File: src/clsd_map.vh
`ifndef CLSD_MAP_VH
`define CLSD_MAP_VH

// Opcode groups, top bits of the 16-bit instruction
`define CLSD_GRP4_MSB 15
`define CLSD_GRP4_LSB 12
`define CLSD_GRP3_LSB 13
`define CLSD_GRP_REGOFF 4'h5
`define CLSD_GRP_IMM_WB 3'h3
`define CLSD_GRP_IMM_HALF 4'h8
`define CLSD_GRP_SP_REL 4'h9
`define CLSD_GRP_ADDR_GEN 4'hA

// Register-offset group: bit 9 high selects the sign-extended/halfword forms
`define CLSD_REGOFF_EXT_BIT 9
`define CLSD_REGOFF_LOAD_BIT 10
`define CLSD_REGOFF_BYTE_BIT 11

// Immediate, stack and address generation groups
`define CLSD_IMM_BYTE_BIT 12
`define CLSD_LOAD_BIT 11
`define CLSD_ADDR_SEL_BIT 11

// Register and offset fields
`define CLSD_RD_MSB 2
`define CLSD_RD_LSB 0
`define CLSD_RB_MSB 5
`define CLSD_RB_LSB 3
`define CLSD_RO_MSB 8
`define CLSD_RO_LSB 6
`define CLSD_OFF5_MSB 10
`define CLSD_OFF5_LSB 6
`define CLSD_RD_HI_MSB 10
`define CLSD_RD_HI_LSB 8
`define CLSD_EIGHT_BIT_WORD_OFFSET_FIELD_MSB 7
`define CLSD_EIGHT_BIT_WORD_OFFSET_FIELD_LSB 0

// Transfer sizes
`define CLSD_SIZE_BYTE 2'h0
`define CLSD_SIZE_HALF 2'h1
`define CLSD_SIZE_WORD 2'h2

// Program counter base
`define CLSD_PC_AHEAD 32'h00000004
`define CLSD_PC_ALIGN_MASK 32'hFFFFFFFD

// Reset values
`define CLSD_RST_WORD 32'h00000000
`define CLSD_RST_REG 3'h0
`define CLSD_RST_SIZE 2'h0

`endif

File: src/clsd_load_extend.v
`timescale 1ns/1ps
`include "clsd_map.vh"

module clsd_load_extend #(
  parameter WIDTH = 32
) (
  input wire mclk_in, // Core clock
  input wire resetn_in, // Async reset, active low
  input wire capture_in, // Take read data this cycle
  input wire [1:0] size_in, // Transfer size
  input wire signed_in, // Sign-extend result
  input wire [WIDTH-1:0] data_in, // Read data, lane in low bits
  output reg [WIDTH-1:0] data_out // Extended result
);

  reg [WIDTH-1:0] next_data;

  // Zero or sign extension by size
  always @* begin
    next_data = data_in;
    case (size_in)
      `CLSD_SIZE_BYTE: begin
        if (signed_in) begin
          next_data = {{(WIDTH-8){data_in[7]}}, data_in[7:0]};
        end else begin
          next_data = {{(WIDTH-8){1'b0}}, data_in[7:0]};
        end
      end
      `CLSD_SIZE_HALF: begin
        if (signed_in) begin
          next_data = {{(WIDTH-16){data_in[15]}}, data_in[15:0]};
        end else begin
          next_data = {{(WIDTH-16){1'b0}}, data_in[15:0]};
        end
      end
      default: begin
        next_data = data_in;
      end
    endcase
  end

  // Result register
  always @(posedge mclk_in or negedge resetn_in) begin
    if (!resetn_in) begin
      data_out <= {WIDTH{1'b0}};
    end else if (capture_in) begin
      data_out <= next_data;
    end
  end

endmodule

File: src/clsd_decode.v
// Functional notes
// - Halfword store to base plus offset register
// - Unsigned halfword load clears upper bits
// - Signed byte load copies bit seven
// - Signed halfword load copies bit fifteen
// - Word immediate offset scaled by four
// - Immediate word store writes full register
// - Immediate word load reads full word
// - Immediate byte store, unscaled offset
// - Immediate byte load, unscaled offset
// - Halfword immediate offset scaled by two
// - Immediate halfword store writes low half
// - Immediate halfword load zeroes upper half
// - Stack offset is word count times four
// - Stack transfer: load or store word
// - Select zero adds constant to PC
// - Select one adds constant to SP
// - Cycle counts match full-width equivalents
// - PC base is address plus four, bit1 cleared
// - Address generation never touches flags
`timescale 1ns/1ps
`include "clsd_map.vh"

module clsd_decode #(
  parameter DATA_W = 32,
  parameter REG_W = 3
) (
  input wire mclk_in, // Core clock, 40 MHz
  input wire resetn_in, // Async reset, active low
  input wire instr_valid_in, // Instruction offered
  input wire [15:0] instr_in, // Compact instruction word
  input wire [DATA_W-1:0] instr_addr_in, // Address of this instruction
  output wire instr_ready_out, // Instruction may be taken
  output wire instr_reject_out, // Offered word is not handled here
  output wire busy_out, // Instruction in progress
  output wire [REG_W-1:0] rf_base_sel_out, // Base register read select
  input wire [DATA_W-1:0] rf_base_in, // Base register value
  output wire [REG_W-1:0] rf_offset_sel_out, // Offset register read select
  input wire [DATA_W-1:0] rf_offset_in, // Offset register value
  output wire [REG_W-1:0] rf_data_sel_out, // Store data register read select
  input wire [DATA_W-1:0] rf_data_in, // Store data register value
  input wire [DATA_W-1:0] sp_in, // Stack pointer value
  output reg rf_we_out, // Register write pulse
  output reg [REG_W-1:0] rf_waddr_out, // Register write select
  output reg [DATA_W-1:0] rf_wdata_out, // Register write data
  output reg flag_we_out, // Condition flag write, held low
  output reg mem_req_out, // Memory access request
  output reg mem_we_out, // Memory write
  output reg [1:0] mem_size_out, // Byte, halfword or word
  output reg [DATA_W-1:0] mem_addr_out, // Memory byte address
  output reg [DATA_W-1:0] mem_wdata_out, // Store data, lane in low bits
  input wire mem_ready_in, // Memory access completes
  input wire [DATA_W-1:0] mem_rdata_in // Read data, lane in low bits
);

  localparam ST_IDLE = 2'h0;
  localparam ST_MEM = 2'h1;
  localparam ST_WB = 2'h2;

  reg [1:0] state;
  reg [1:0] next_state;

  // Latched transfer attributes
  reg is_load;
  reg is_signed;
  reg [REG_W-1:0] dest;

  // Decode results of the offered word
  reg dec_ours;
  reg dec_mem;
  reg dec_load;
  reg dec_signed;
  reg [1:0] dec_size;
  reg [DATA_W-1:0] dec_base;
  reg [DATA_W-1:0] dec_offset;
  reg [DATA_W-1:0] dec_addr;
  reg [DATA_W-1:0] dec_wdata;
  reg [REG_W-1:0] dec_dest;
  reg [REG_W-1:0] dec_data_sel;

  wire [3:0] grp4;
  wire [2:0] grp3;
  wire [4:0] off5;
  wire [7:0] eight_bit_word_offset_field;
  wire [DATA_W-1:0] pc_base;
  wire [DATA_W-1:0] load_result;
  wire accept;
  wire capture;

  // Format hits and select bits
  wire regoff_hit;
  wire imm_wb_hit;
  wire imm_half_hit;
  wire sp_hit;
  wire addr_gen_hit;
  wire regoff_load_sel;
  wire regoff_byte_sel;
  wire imm_load_sel;
  wire imm_byte_sel;

  // Named operations of the memory formats
  wire store_half_op;
  wire load_half_unsigned_op;
  wire load_byte_signed_op;
  wire load_half_signed_op;
  wire store_word_op;
  wire load_word_op;
  wire store_byte_op;
  wire load_byte_unsigned_op;

  // Instruction fields
  assign grp4 = instr_in[`CLSD_GRP4_MSB:`CLSD_GRP4_LSB];
  assign grp3 = instr_in[`CLSD_GRP4_MSB:`CLSD_GRP3_LSB];
  assign off5 = instr_in[`CLSD_OFF5_MSB:`CLSD_OFF5_LSB];
  assign eight_bit_word_offset_field = instr_in[`CLSD_EIGHT_BIT_WORD_OFFSET_FIELD_MSB:`CLSD_EIGHT_BIT_WORD_OFFSET_FIELD_LSB];

  // Which of the five formats the offered word belongs to
  assign regoff_hit = (grp4 == `CLSD_GRP_REGOFF) && instr_in[`CLSD_REGOFF_EXT_BIT];
  assign imm_wb_hit = (grp3 == `CLSD_GRP_IMM_WB);
  assign imm_half_hit = (grp4 == `CLSD_GRP_IMM_HALF);
  assign sp_hit = (grp4 == `CLSD_GRP_SP_REL);
  assign addr_gen_hit = (grp4 == `CLSD_GRP_ADDR_GEN);
  assign regoff_load_sel = instr_in[`CLSD_REGOFF_LOAD_BIT];
  assign regoff_byte_sel = instr_in[`CLSD_REGOFF_BYTE_BIT];
  assign imm_load_sel = instr_in[`CLSD_LOAD_BIT];
  assign imm_byte_sel = instr_in[`CLSD_IMM_BYTE_BIT];

  // Operation flags shared by the formats that carry them
  assign store_half_op = (regoff_hit && !regoff_load_sel && !regoff_byte_sel) ||
    (imm_half_hit && !imm_load_sel);
  assign load_half_unsigned_op = (regoff_hit && !regoff_load_sel && regoff_byte_sel) ||
    (imm_half_hit && imm_load_sel);
  assign load_byte_signed_op = regoff_hit && regoff_load_sel && !regoff_byte_sel;
  assign load_half_signed_op = regoff_hit && regoff_load_sel && regoff_byte_sel;
  assign store_word_op = (imm_wb_hit && !imm_byte_sel && !imm_load_sel) ||
    (sp_hit && !imm_load_sel);
  assign load_word_op = (imm_wb_hit && !imm_byte_sel && imm_load_sel) ||
    (sp_hit && imm_load_sel);
  assign store_byte_op = imm_wb_hit && imm_byte_sel && !imm_load_sel;
  assign load_byte_unsigned_op = imm_wb_hit && imm_byte_sel && imm_load_sel;

  // PC seen as instruction address plus four, bit 1 forced low
  assign pc_base = (instr_addr_in + `CLSD_PC_AHEAD) & `CLSD_PC_ALIGN_MASK;

  // Three-bit selects of the low registers
  assign rf_base_sel_out = instr_in[`CLSD_RB_MSB:`CLSD_RB_LSB];
  assign rf_offset_sel_out = instr_in[`CLSD_RO_MSB:`CLSD_RO_LSB];
  assign rf_data_sel_out = dec_data_sel;

  // Handshake
  assign instr_ready_out = (state == ST_IDLE);
  assign accept = instr_ready_out && instr_valid_in && dec_ours;
  assign instr_reject_out = instr_ready_out && instr_valid_in && !dec_ours;
  assign busy_out = (state != ST_IDLE);
  assign capture = (state == ST_MEM) && mem_ready_in && is_load;

  // Format decode, offset scaling and base selection
  always @* begin
    dec_ours = 1'b0;
    dec_mem = 1'b0;
    dec_load = 1'b0;
    dec_signed = 1'b0;
    dec_size = `CLSD_SIZE_WORD;
    dec_base = rf_base_in;
    dec_offset = {DATA_W{1'b0}};
    dec_dest = instr_in[`CLSD_RD_MSB:`CLSD_RD_LSB];
    dec_data_sel = instr_in[`CLSD_RD_MSB:`CLSD_RD_LSB];
    if (regoff_hit) begin
      // Register offset: halfword store, extended loads
      dec_ours = 1'b1;
      dec_mem = 1'b1;
      dec_offset = rf_offset_in;
      case ({instr_in[`CLSD_REGOFF_LOAD_BIT], instr_in[`CLSD_REGOFF_BYTE_BIT]})
        2'h0: begin
          dec_size = `CLSD_SIZE_HALF;
        end
        2'h1: begin
          dec_load = 1'b1;
          dec_size = `CLSD_SIZE_HALF;
        end
        2'h2: begin
          dec_load = 1'b1;
          dec_signed = load_byte_signed_op;
          dec_size = `CLSD_SIZE_BYTE;
        end
        default: begin
          dec_load = 1'b1;
          dec_signed = load_half_signed_op;
          dec_size = `CLSD_SIZE_HALF;
        end
      endcase
    end else if (imm_wb_hit) begin
      // Immediate offset: word scaled by four, byte unscaled
      dec_ours = 1'b1;
      dec_mem = 1'b1;
      dec_load = load_word_op || load_byte_unsigned_op;
      if (imm_byte_sel) begin
        dec_size = `CLSD_SIZE_BYTE;
        dec_offset = {{(DATA_W-5){1'b0}}, off5};
      end else begin
        dec_size = `CLSD_SIZE_WORD;
        dec_offset = {{(DATA_W-7){1'b0}}, off5, 2'h0};
      end
    end else if (imm_half_hit) begin
      // Immediate halfword, offset scaled by two
      dec_ours = 1'b1;
      dec_mem = 1'b1;
      dec_load = load_half_unsigned_op;
      dec_size = `CLSD_SIZE_HALF;
      dec_offset = {{(DATA_W-6){1'b0}}, off5, 1'b0};
    end else if (sp_hit) begin
      // Stack relative word transfer
      dec_ours = 1'b1;
      dec_mem = 1'b1;
      dec_load = load_word_op;
      dec_size = `CLSD_SIZE_WORD;
      dec_base = sp_in;
      dec_offset = {{(DATA_W-10){1'b0}}, eight_bit_word_offset_field, 2'h0};
      dec_dest = instr_in[`CLSD_RD_HI_MSB:`CLSD_RD_HI_LSB];
      dec_data_sel = instr_in[`CLSD_RD_HI_MSB:`CLSD_RD_HI_LSB];
    end else if (addr_gen_hit) begin
      // Address generation from PC or SP
      dec_ours = 1'b1;
      dec_offset = {{(DATA_W-10){1'b0}}, eight_bit_word_offset_field, 2'h0};
      dec_dest = instr_in[`CLSD_RD_HI_MSB:`CLSD_RD_HI_LSB];
      dec_data_sel = instr_in[`CLSD_RD_HI_MSB:`CLSD_RD_HI_LSB];
      if (instr_in[`CLSD_ADDR_SEL_BIT]) begin
        dec_base = sp_in;
      end else begin
        dec_base = pc_base;
      end
    end
    dec_addr = dec_base + dec_offset;
  end

  // Store data placed in the low lanes by size
  always @* begin
    case (dec_size)
      `CLSD_SIZE_BYTE: begin
        dec_wdata = {{(DATA_W-8){1'b0}}, rf_data_in[7:0]};
      end
      `CLSD_SIZE_HALF: begin
        dec_wdata = {{(DATA_W-16){1'b0}}, rf_data_in[15:0]};
      end
      default: begin
        dec_wdata = rf_data_in;
      end
    endcase
  end

  // Sequencing: one, two or three cycles as the full-width forms
  always @* begin
    next_state = state;
    case (state)
      ST_IDLE: begin
        if (accept && dec_mem) begin
          next_state = ST_MEM;
        end
      end
      ST_MEM: begin
        if (mem_ready_in) begin
          if (is_load) begin
            next_state = ST_WB;
          end else begin
            next_state = ST_IDLE;
          end
        end
      end
      ST_WB: begin
        next_state = ST_IDLE;
      end
      default: begin
        next_state = ST_IDLE;
      end
    endcase
  end

  // State and latched attributes
  always @(posedge mclk_in or negedge resetn_in) begin
    if (!resetn_in) begin
      state <= ST_IDLE;
      is_load <= 1'b0;
      is_signed <= 1'b0;
      dest <= `CLSD_RST_REG;
    end else begin
      state <= next_state;
      if (accept) begin
        is_load <= dec_load;
        is_signed <= dec_signed;
        dest <= dec_dest;
      end
    end
  end

  // Memory request, held until the memory completes
  always @(posedge mclk_in or negedge resetn_in) begin
    if (!resetn_in) begin
      mem_req_out <= 1'b0;
      mem_we_out <= 1'b0;
      mem_size_out <= `CLSD_RST_SIZE;
      mem_addr_out <= `CLSD_RST_WORD;
      mem_wdata_out <= `CLSD_RST_WORD;
    end else if (accept && dec_mem) begin
      mem_req_out <= 1'b1;
      mem_we_out <= store_half_op || store_word_op || store_byte_op;
      mem_size_out <= dec_size;
      mem_addr_out <= dec_addr;
      mem_wdata_out <= dec_wdata;
    end else if (state == ST_MEM && mem_ready_in) begin
      mem_req_out <= 1'b0;
      mem_we_out <= 1'b0;
    end
  end

  // Load result extension
  clsd_load_extend #(
    .WIDTH(DATA_W)
  ) u_extend (
    .mclk_in(mclk_in),
    .resetn_in(resetn_in),
    .capture_in(capture),
    .size_in(mem_size_out),
    .signed_in(is_signed),
    .data_in(mem_rdata_in),
    .data_out(load_result)
  );

  // Register write: address sum at once, loads after the internal cycle
  always @(posedge mclk_in or negedge resetn_in) begin
    if (!resetn_in) begin
      rf_we_out <= 1'b0;
      rf_waddr_out <= `CLSD_RST_REG;
      rf_wdata_out <= `CLSD_RST_WORD;
    end else if (accept && !dec_mem) begin
      rf_we_out <= 1'b1;
      rf_waddr_out <= dec_dest;
      rf_wdata_out <= dec_addr;
    end else if (state == ST_WB) begin
      rf_we_out <= 1'b1;
      rf_waddr_out <= dest;
      rf_wdata_out <= load_result;
    end else begin
      rf_we_out <= 1'b0;
    end
  end

  // Flags are never written by these formats
  always @(posedge mclk_in or negedge resetn_in) begin
    if (!resetn_in) begin
      flag_we_out <= 1'b0;
    end else begin
      flag_we_out <= 1'b0;
    end
  end

endmodule

File: config.mk
export PLATFORM = sky130hd
export DESIGN_NAME = clsd_decode
export DESIGN_NICKNAME = d
export VERILOG_FILES = /design/src/clsd_load_extend.v /design/src/clsd_decode.v
export VERILOG_INCLUDE_DIRS = /design/src
export SDC_FILE = /design/constraint.sdc
export NUM_CORES = 1
export LEC_CHECK = 0
export BUFFER_PORTS_ARGS = -buffer_cell sky130_fd_sc_hd__buf_2
export CAP_MARGIN = 20
export CORE_AREA = 2 2 110 219
export CTS_CLUSTER_SIZE = 16
export DETAILED_ROUTE_END_ITERATION = 12
export DIE_AREA = 0 0 112 221
export PLACE_DENSITY = 0.68
export SLEW_MARGIN = 20
export SYNTH_ARGS = -nofsm -noshare
export SYNTH_HDL_FRONTEND = slang
export SYNTH_SLANG_ARGS = --single-unit
File: constraint.sdc
create_clock -name mclk_in -period 1.89 [get_ports mclk_in]
set_input_delay 0.189 -clock mclk_in [delete_from_list [all_inputs] [get_ports mclk_in]]
set_output_delay 0.189 -clock mclk_in [all_outputs]
set_load 0.005 [all_outputs]
---- Word level (Yosys, flattened, before mapping) ----
Cells that the tools add are included.
W data, S select, Z words.
storage, ports and cells
  word-level logic and storage cells ...... 128
  bits in registers ....................... 143
  output and inout port bits .............. 117
  input port bits ......................... 212
operators by class
  $add $sub $neg .......................... 2
  muxes and demuxes ....................... 55
  equality and inequality tests ........... 13
  reductions and logical operators ........ 45
operator list
  operator                 number
  $mux W32                 12
  $pmux W32 S2             2
  $add A32 B3 Y32 const B  1
  $add A32 B32 Y32         1
  $mux W10                 3
  $logic_and A1 B1 Y1      24
  $mux W1                  21
  $mux W3                  7
  $mux W2                  7
  $eq A4 B4 Y1 const B     3
  $eq A2 B1 Y1 const B     4
  $logic_not A2 Y1         4
  $logic_or A1 B1 Y1       7
  $mux W7                  1
  $reduce_bool A2 Y1       3
  $logic_not A1 Y1         5
  $eq A2 B2 Y1 const B     2
  $eq A4 B3 Y1 const B     1
  $pmux W2 S2              1
  $eq A3 B2 Y1 const B     1
  $ne A2 B1 Y1 const B     1
  $ne A2 B2 Y1 const B     1
  $pmux W1 S2              1
  $reduce_and A2 Y1        1
  $reduce_or A2 Y1         1

---- Logic depth before layout (Yosys ltp) ----
  depth after elaboration ................. 10
  gate-level depth with buffers ........... 18
  mapped depth without buffers ............ 18

---- Cells and area by module ----
A second synthesis with hierarchy kept.
second synthesis, totals
  cells, all modules ...................... 1088
  area, all modules ....................... 9207.6 µm²
by module, submodules not included
  module            cells each  area an instance (µm²)  instances  sequential area each (µm²)
  clsd_decode       960         7748.7                  1          2777.7
  clsd_load_extend  128         1458.9                  1          800.8

---- Least setup slack after synthesis ----
No wires, ideal clock.
  path kind ............................... input -> register
  start point ............................. in instr_addr_in[2]
  end point ............................... reg mem_addr_out[30]
  setup slack ............................. -1876 ps
  stages .................................. 18
  library setup time ...................... 116 ps
  data arrival time ....................... 3650 ps
  data required time ...................... 1774 ps
  cells stage by stage .................... ha_1 > inv_1 > nor4_1 > nand3_1 > xnor2_1 > mux2i_1 > nand2_1 > a21oi_1 > a21oi_1 > ha_1 > and2_1 > a221oi_1 > a21oi_1 > a211o_1 > o2111ai_1 > a21oi_1 > or2_2 > o311ai_0
between the ends
  longest elaborated chain between the ends .. 8
RTL lines
  what                              line               RTL
  start: declaration                clsd_decode.v:32   input wire [DATA_W-1:0] instr_addr_in,
  $add A32 B3 Y32 (no source line)  --
  $mux W32                          clsd_decode.v:227  if (instr_in[`CLSD_ADDR_SEL_BIT]) begin
  $mux W32                          clsd_decode.v:221  end else if (addr_gen_hit) begin
  $mux W32                          clsd_decode.v:211  end else if (sp_hit) begin
  $mux W32                          clsd_decode.v:204  end else if (imm_half_hit) begin
  $mux W32                          clsd_decode.v:192  end else if (imm_wb_hit) begin
  $mux W32                          clsd_decode.v:168  if (regoff_hit) begin
  $add A32 B32 Y32                  clsd_decode.v:233  dec_addr = dec_base + dec_offset;
  end signal: assignment            clsd_decode.v:301  mem_addr_out <= `CLSD_RST_WORD;
  end signal: assignment            clsd_decode.v:307  mem_addr_out <= dec_addr;
  end: declaration                  clsd_decode.v:50   output reg [DATA_W-1:0] mem_addr_out,
No other way between the ends.
A chain may end at the register's enable or synchronous reset.

---- Final worst setup path ----
  start point ............................. in instr_addr_in[4]
  end point ............................... reg rf_wdata_out[28]
between the ends
  longest elaborated chain between the ends .. 9
RTL lines
  what                              line               RTL
  $add A32 B3 Y32 (no source line)  --
  $mux W32                          clsd_decode.v:227
  $mux W32                          clsd_decode.v:221
  $mux W32                          clsd_decode.v:211
  $mux W32                          clsd_decode.v:204
  $mux W32                          clsd_decode.v:192
  $mux W32                          clsd_decode.v:168
  $add A32 B32 Y32                  clsd_decode.v:233
  $mux W32                          clsd_decode.v:334  end else if (accept && !dec_mem) begin
  end signal: assignment            clsd_decode.v:333  rf_wdata_out <= `CLSD_RST_WORD;
  end signal: assignment            clsd_decode.v:337  rf_wdata_out <= dec_addr;
  end signal: assignment            clsd_decode.v:341  rf_wdata_out <= load_result;
  end: declaration                  clsd_decode.v:45   output reg [DATA_W-1:0] rf_wdata_out,
No other way between the ends.

==> results.txt <==
The run finished, with violations left. The final reports fail on setup timing. The number of synthesized flops with an enable pin is 0. Leaving out fill and tap cells, the most frequent cells in the layout are buf_2 (310), nand2_1 (238), buf_4 (229), dfrtp_1 (143), a21oi_1 (70). Traced cell by cell, the critical path runs through buf_8 > nand4_4 > buf_4 > nor4_4 > nand2_1 > xnor2_1 > o22ai_1 > a21oi_1 > ha_1 > a21o_1 > a221oi_4 > a21oi_1 > a211o_1 > o2111ai_4 > a21oi_2 > or2_4 > o31ai_2. IR analysis of the VDD net gives a maximum drop of 0.809 mV. Setup repair after global routing could not meet its margin everywhere.

Yosys attributes the largest share of cell area to dfrtp_1 (39%), nand2_1 (10%), a21oi_1 (5.4%). The standby leakage power is 0.00762 uW. The flop and latch count out of synthesis is 143. The net count of the finished layout is 1947. The buffer cell driving the clock tree root is clkbuf_16. The post-synthesis instance area is 0.00911 sq mm. The standard cell with the maximum stage delay on the critical path is a211o_1. The number of cells in the finished layout apart from fillers came out at 1997. The combined global-route utilization of all metal layers came out at 0.277. The wire length of the first global-routing pass is 54800 microns. Counting every instance in the synthesized netlist gives 1116. The die is 221 microns tall. The final standard cell utilization of the core is 0.658.

For this run, the leading register cell type out of synthesis is dfrtp_1. The relative max-transition margin is 0.509. Compared with the post-synthesis result, the final layout area differs by 67.1%. The largest area contributor in the netlist is dfrtp_1. After routing, the total negative slack on setup checks comes to -51.42 ns. The synthesized net count is 1361.

The endpoint type of the worst setup path is a flop. The die area came out at 0.0248 sq mm. The final routed wirelength across all metal layers came out at 35800 microns. Max-cap violations in this run came to 0. The yosys synthesis warning count came out at 0. The number of violations reported at the end of detailed-routing iteration 0 is 533. Of the synthesized area, sequential elements account for 0.393.

The number of cells in the design after placement came out at 1885. TritonCTS built the clock tree. Leaving out fill and tap cells, the most frequent cell in the layout is buf_2. The number of placement rows is 79.

The post-detailed-route count of antenna-violating nets came out at 0. The average wire per standard cell came out at 17.9 microns. Counting every sink on the clock net gives 143. The worst-case setup slack after placement is -1.76 ns. The share of Yosys cell area claimed by the top area cell type is 0.393. Power comes to 13000 uW. The synthesized area divided by synthesized cell count is 8.17 sq um.

After detailed routing, the number of remaining DRC violations is 0. The region available for standard cell placement spans 0.0231 sq mm. The share of total power dissipated in combinational logic is 0.359.

The clock reaches the later pin of the worst-skew pair after 0.43 ns. The initial cell density of the core is 0.394. The worst endpoint required time is 2.22 ns. The sequential group share of total power came out at 0.381. The number of hold violations in the final report came out at 0. The upper clock frequency limit came out at 0.324 GHz.

For this design the total switching power over the nets is 4330 uW. The final estimated routing congestion in global placement came out at 0.899. Setup violations remaining at the end of the flow were counted as 56. The clock buffer count from CTS is 17. On the worst path, the slowest cell contributes a delay of 0.29 ns. The maximum net fanout on the critical path is 4. After layout, the minimum clock period comes to 3.09 ns. The worst setup path is launched from an input port. The number of top-level pins is 329. Of the available clock period, the critical path in the final layout requires 1.64. The pin count of the biggest net entering global routing came out at 49. Clock skew on the completed layout was measured at 0.00786 ns.

The max-slew violation count came out at 0. The share of total power dissipated in the clock network is 0.260. The final worst-path setup slack is -1.20 ns.

After global routing the overflow that remains totals 0. The switching share of power came out at 0.334. The number of global-route vias before repair came out at 10700. In this run the number of H-tree levels came out at 4. The transition time of the tightest slew-check pin is 0.736 ns. The number of iterations in the first detailed-routing pass came out at 5.

The initial antenna violation count is 1. After clock tree synthesis, the clock-pin slew on the worst setup and hold paths is 0.06 ns. The share of synthesized registers carrying an async set or reset came out at 1.00.

The half-perimeter wire length of the detailed placement result is 27200 microns. The vias per cell is 5.33. The power density normalized to cell area came out at 851 mW/mm^2. The tightest min-delay check is of the in2reg type. The number of distinct standard cells referenced by the synthesized netlist came out at 69. Of the cells placed in the final design, the portion with a size suffix greater than 1 is 0.457. The longest clock path from root to sink contains 2 buffers. The internal portion of the total power is 8640 uW. The most numerous cell type found on the critical path is a21oi_1. The critical setup path kind is in2reg. For the worst setup path, the data arrival time is 3.42 ns. The total number of vias came out at 10700. The die width is 112 microns. The number of buffers inserted by port buffering came out at 326.
## area by class of cell
cell class | count | area (sq um)
fill | 1911 | 7900
timing repair buffer | 634 | 4390
tap | 283 | 354
sequential | 143 | 3580
clock buffer | 17 | 425
antenna | 1 | 2.50
inverter | 23 | 86.3
clock inverter | 13 | 168
multi-input combinational | 883 | 6220
## repair_timing
action,CTS,global route
gates cloned,0,1
setup endpoints to repair,59,57
gates resized for setup,131,83
hold buffers,48,0
hold endpoints to repair,143,0
pin swaps,58,48
setup buffers,17,25
## stage by stage
| step | instance area [sq um] | hold WS [ns] |
|---|---|---|
| floorplan | 9450 | -0.107 |
| global placement | 12900 | 0.0869 |
| detailed placement | 12900 | 0.0884 |
| CTS | 14700 | 0.000172 |
| global route | 15200 | 0.00684 |
| finish | 15200 | 0.0127 |
## cells in the mapped netlist (6+ instances only)
cell type and count:
nand2_1 250, dfrtp_1 143, a21oi_1 98, nor2_1 81, o21ai_0 74, clkbuf_1 53
ha_1 32, xor2_1 32, a22o_1 29, and3_1 26, and2_1 23, inv_1 22
xnor2_1 19, a22oi_1 18, nand3_1 18, a31oi_1 16, a21o_1 14, mux2i_1 14
nor3_1 13, o22ai_1 13, o31ai_1 12, o21a_1 8, a211oi_1 7, buf_4 7
nand2b_1 7, nand4_1 7, nor2b_1 6
## routing by layer
layer  GRT usage  wire length (microns)  up-vias
met2       0.521                  19200      434
met5           0                      0        -
met1       0.297                  13000     5030
li1            -                      -     5081
met3      0.0367                   1650      106
met4       0.138                   1840        0
## power groups by stage
stage	logic (uW)	registers (uW)	clock network, uW
4_1_cts	4450	4930	3430
6_report	4660	4940	3370
3_5_place_dp	4160	4970	0
2_1_floorplan	1970	4880	0
3_3_place_gp	4060	4930	0
5_1_grt	5110	5060	3550
## sequential cells by signal, summed over array words and instances (netlist names)
signal / count
state: 2
mem_wdata_out: 32
mem_req_out: 1
rf_wdata_out: 32
dest: 3
is_signed: 1
mem_addr_out: 32
is_load: 1
rf_waddr_out: 3
mem_we_out: 1
mem_size_out: 2
rf_we_out: 1
u_extend.data_out: 32
## worst max-delay path: cells and delay by family
family	cells	cell delay [ns]
buffers and inverters	2	0.25
adder cells (fa/ha/maj)	1	0.28
AND/OR/NAND/NOR	4	0.79
AO/OA/AOI/OAI	9	1.73
XOR/XNOR	1	0.18
## final timing paths
check | from | endpoint | slack, ns | cells after the start
setup / recovery | instr_addr_in[4] | rf_wdata_out[28]$_DFFE_PN0P_ | -1.20 | 17
hold / removal | mem_rdata_in[22] | u_extend.data_out[22]$_DFFE_PN0P_ | 0.01 | 3
setup reg to reg | state[0]$_DFFE_PN0P_ | mem_addr_out[30]$_DFFE_PN0P_ | 0.11 | 6
hold reg to reg | mem_addr_out[19]$_DFFE_PN0P_ | mem_addr_out[19]$_DFFE_PN0P_ | 0.46 | 2
max in group asynchronous | resetn_in | mem_addr_out[19]$_DFFE_PN0P_ | 1.07 | 3
min in group asynchronous | resetn_in | mem_wdata_out[30]$_DFFE_PN0P_ | 0.21 | 2
## cell families after synthesis
logic type | count (synthesis) | share of synthesized area
buffers and inverters | 90 | 0.0422
AO/OA/AOI/OAI | 328 | 0.229
XOR/XNOR | 51 | 0.0490
flip-flops | 143 | 0.393
adder cells (fa/ha/maj) | 34 | 0.0472
multiplexers | 14 | 0.0154
AND/OR/NAND/NOR | 455 | 0.224
other | 1 | 0.000412
Note: power is estimated with default switching activity, not from simulation.
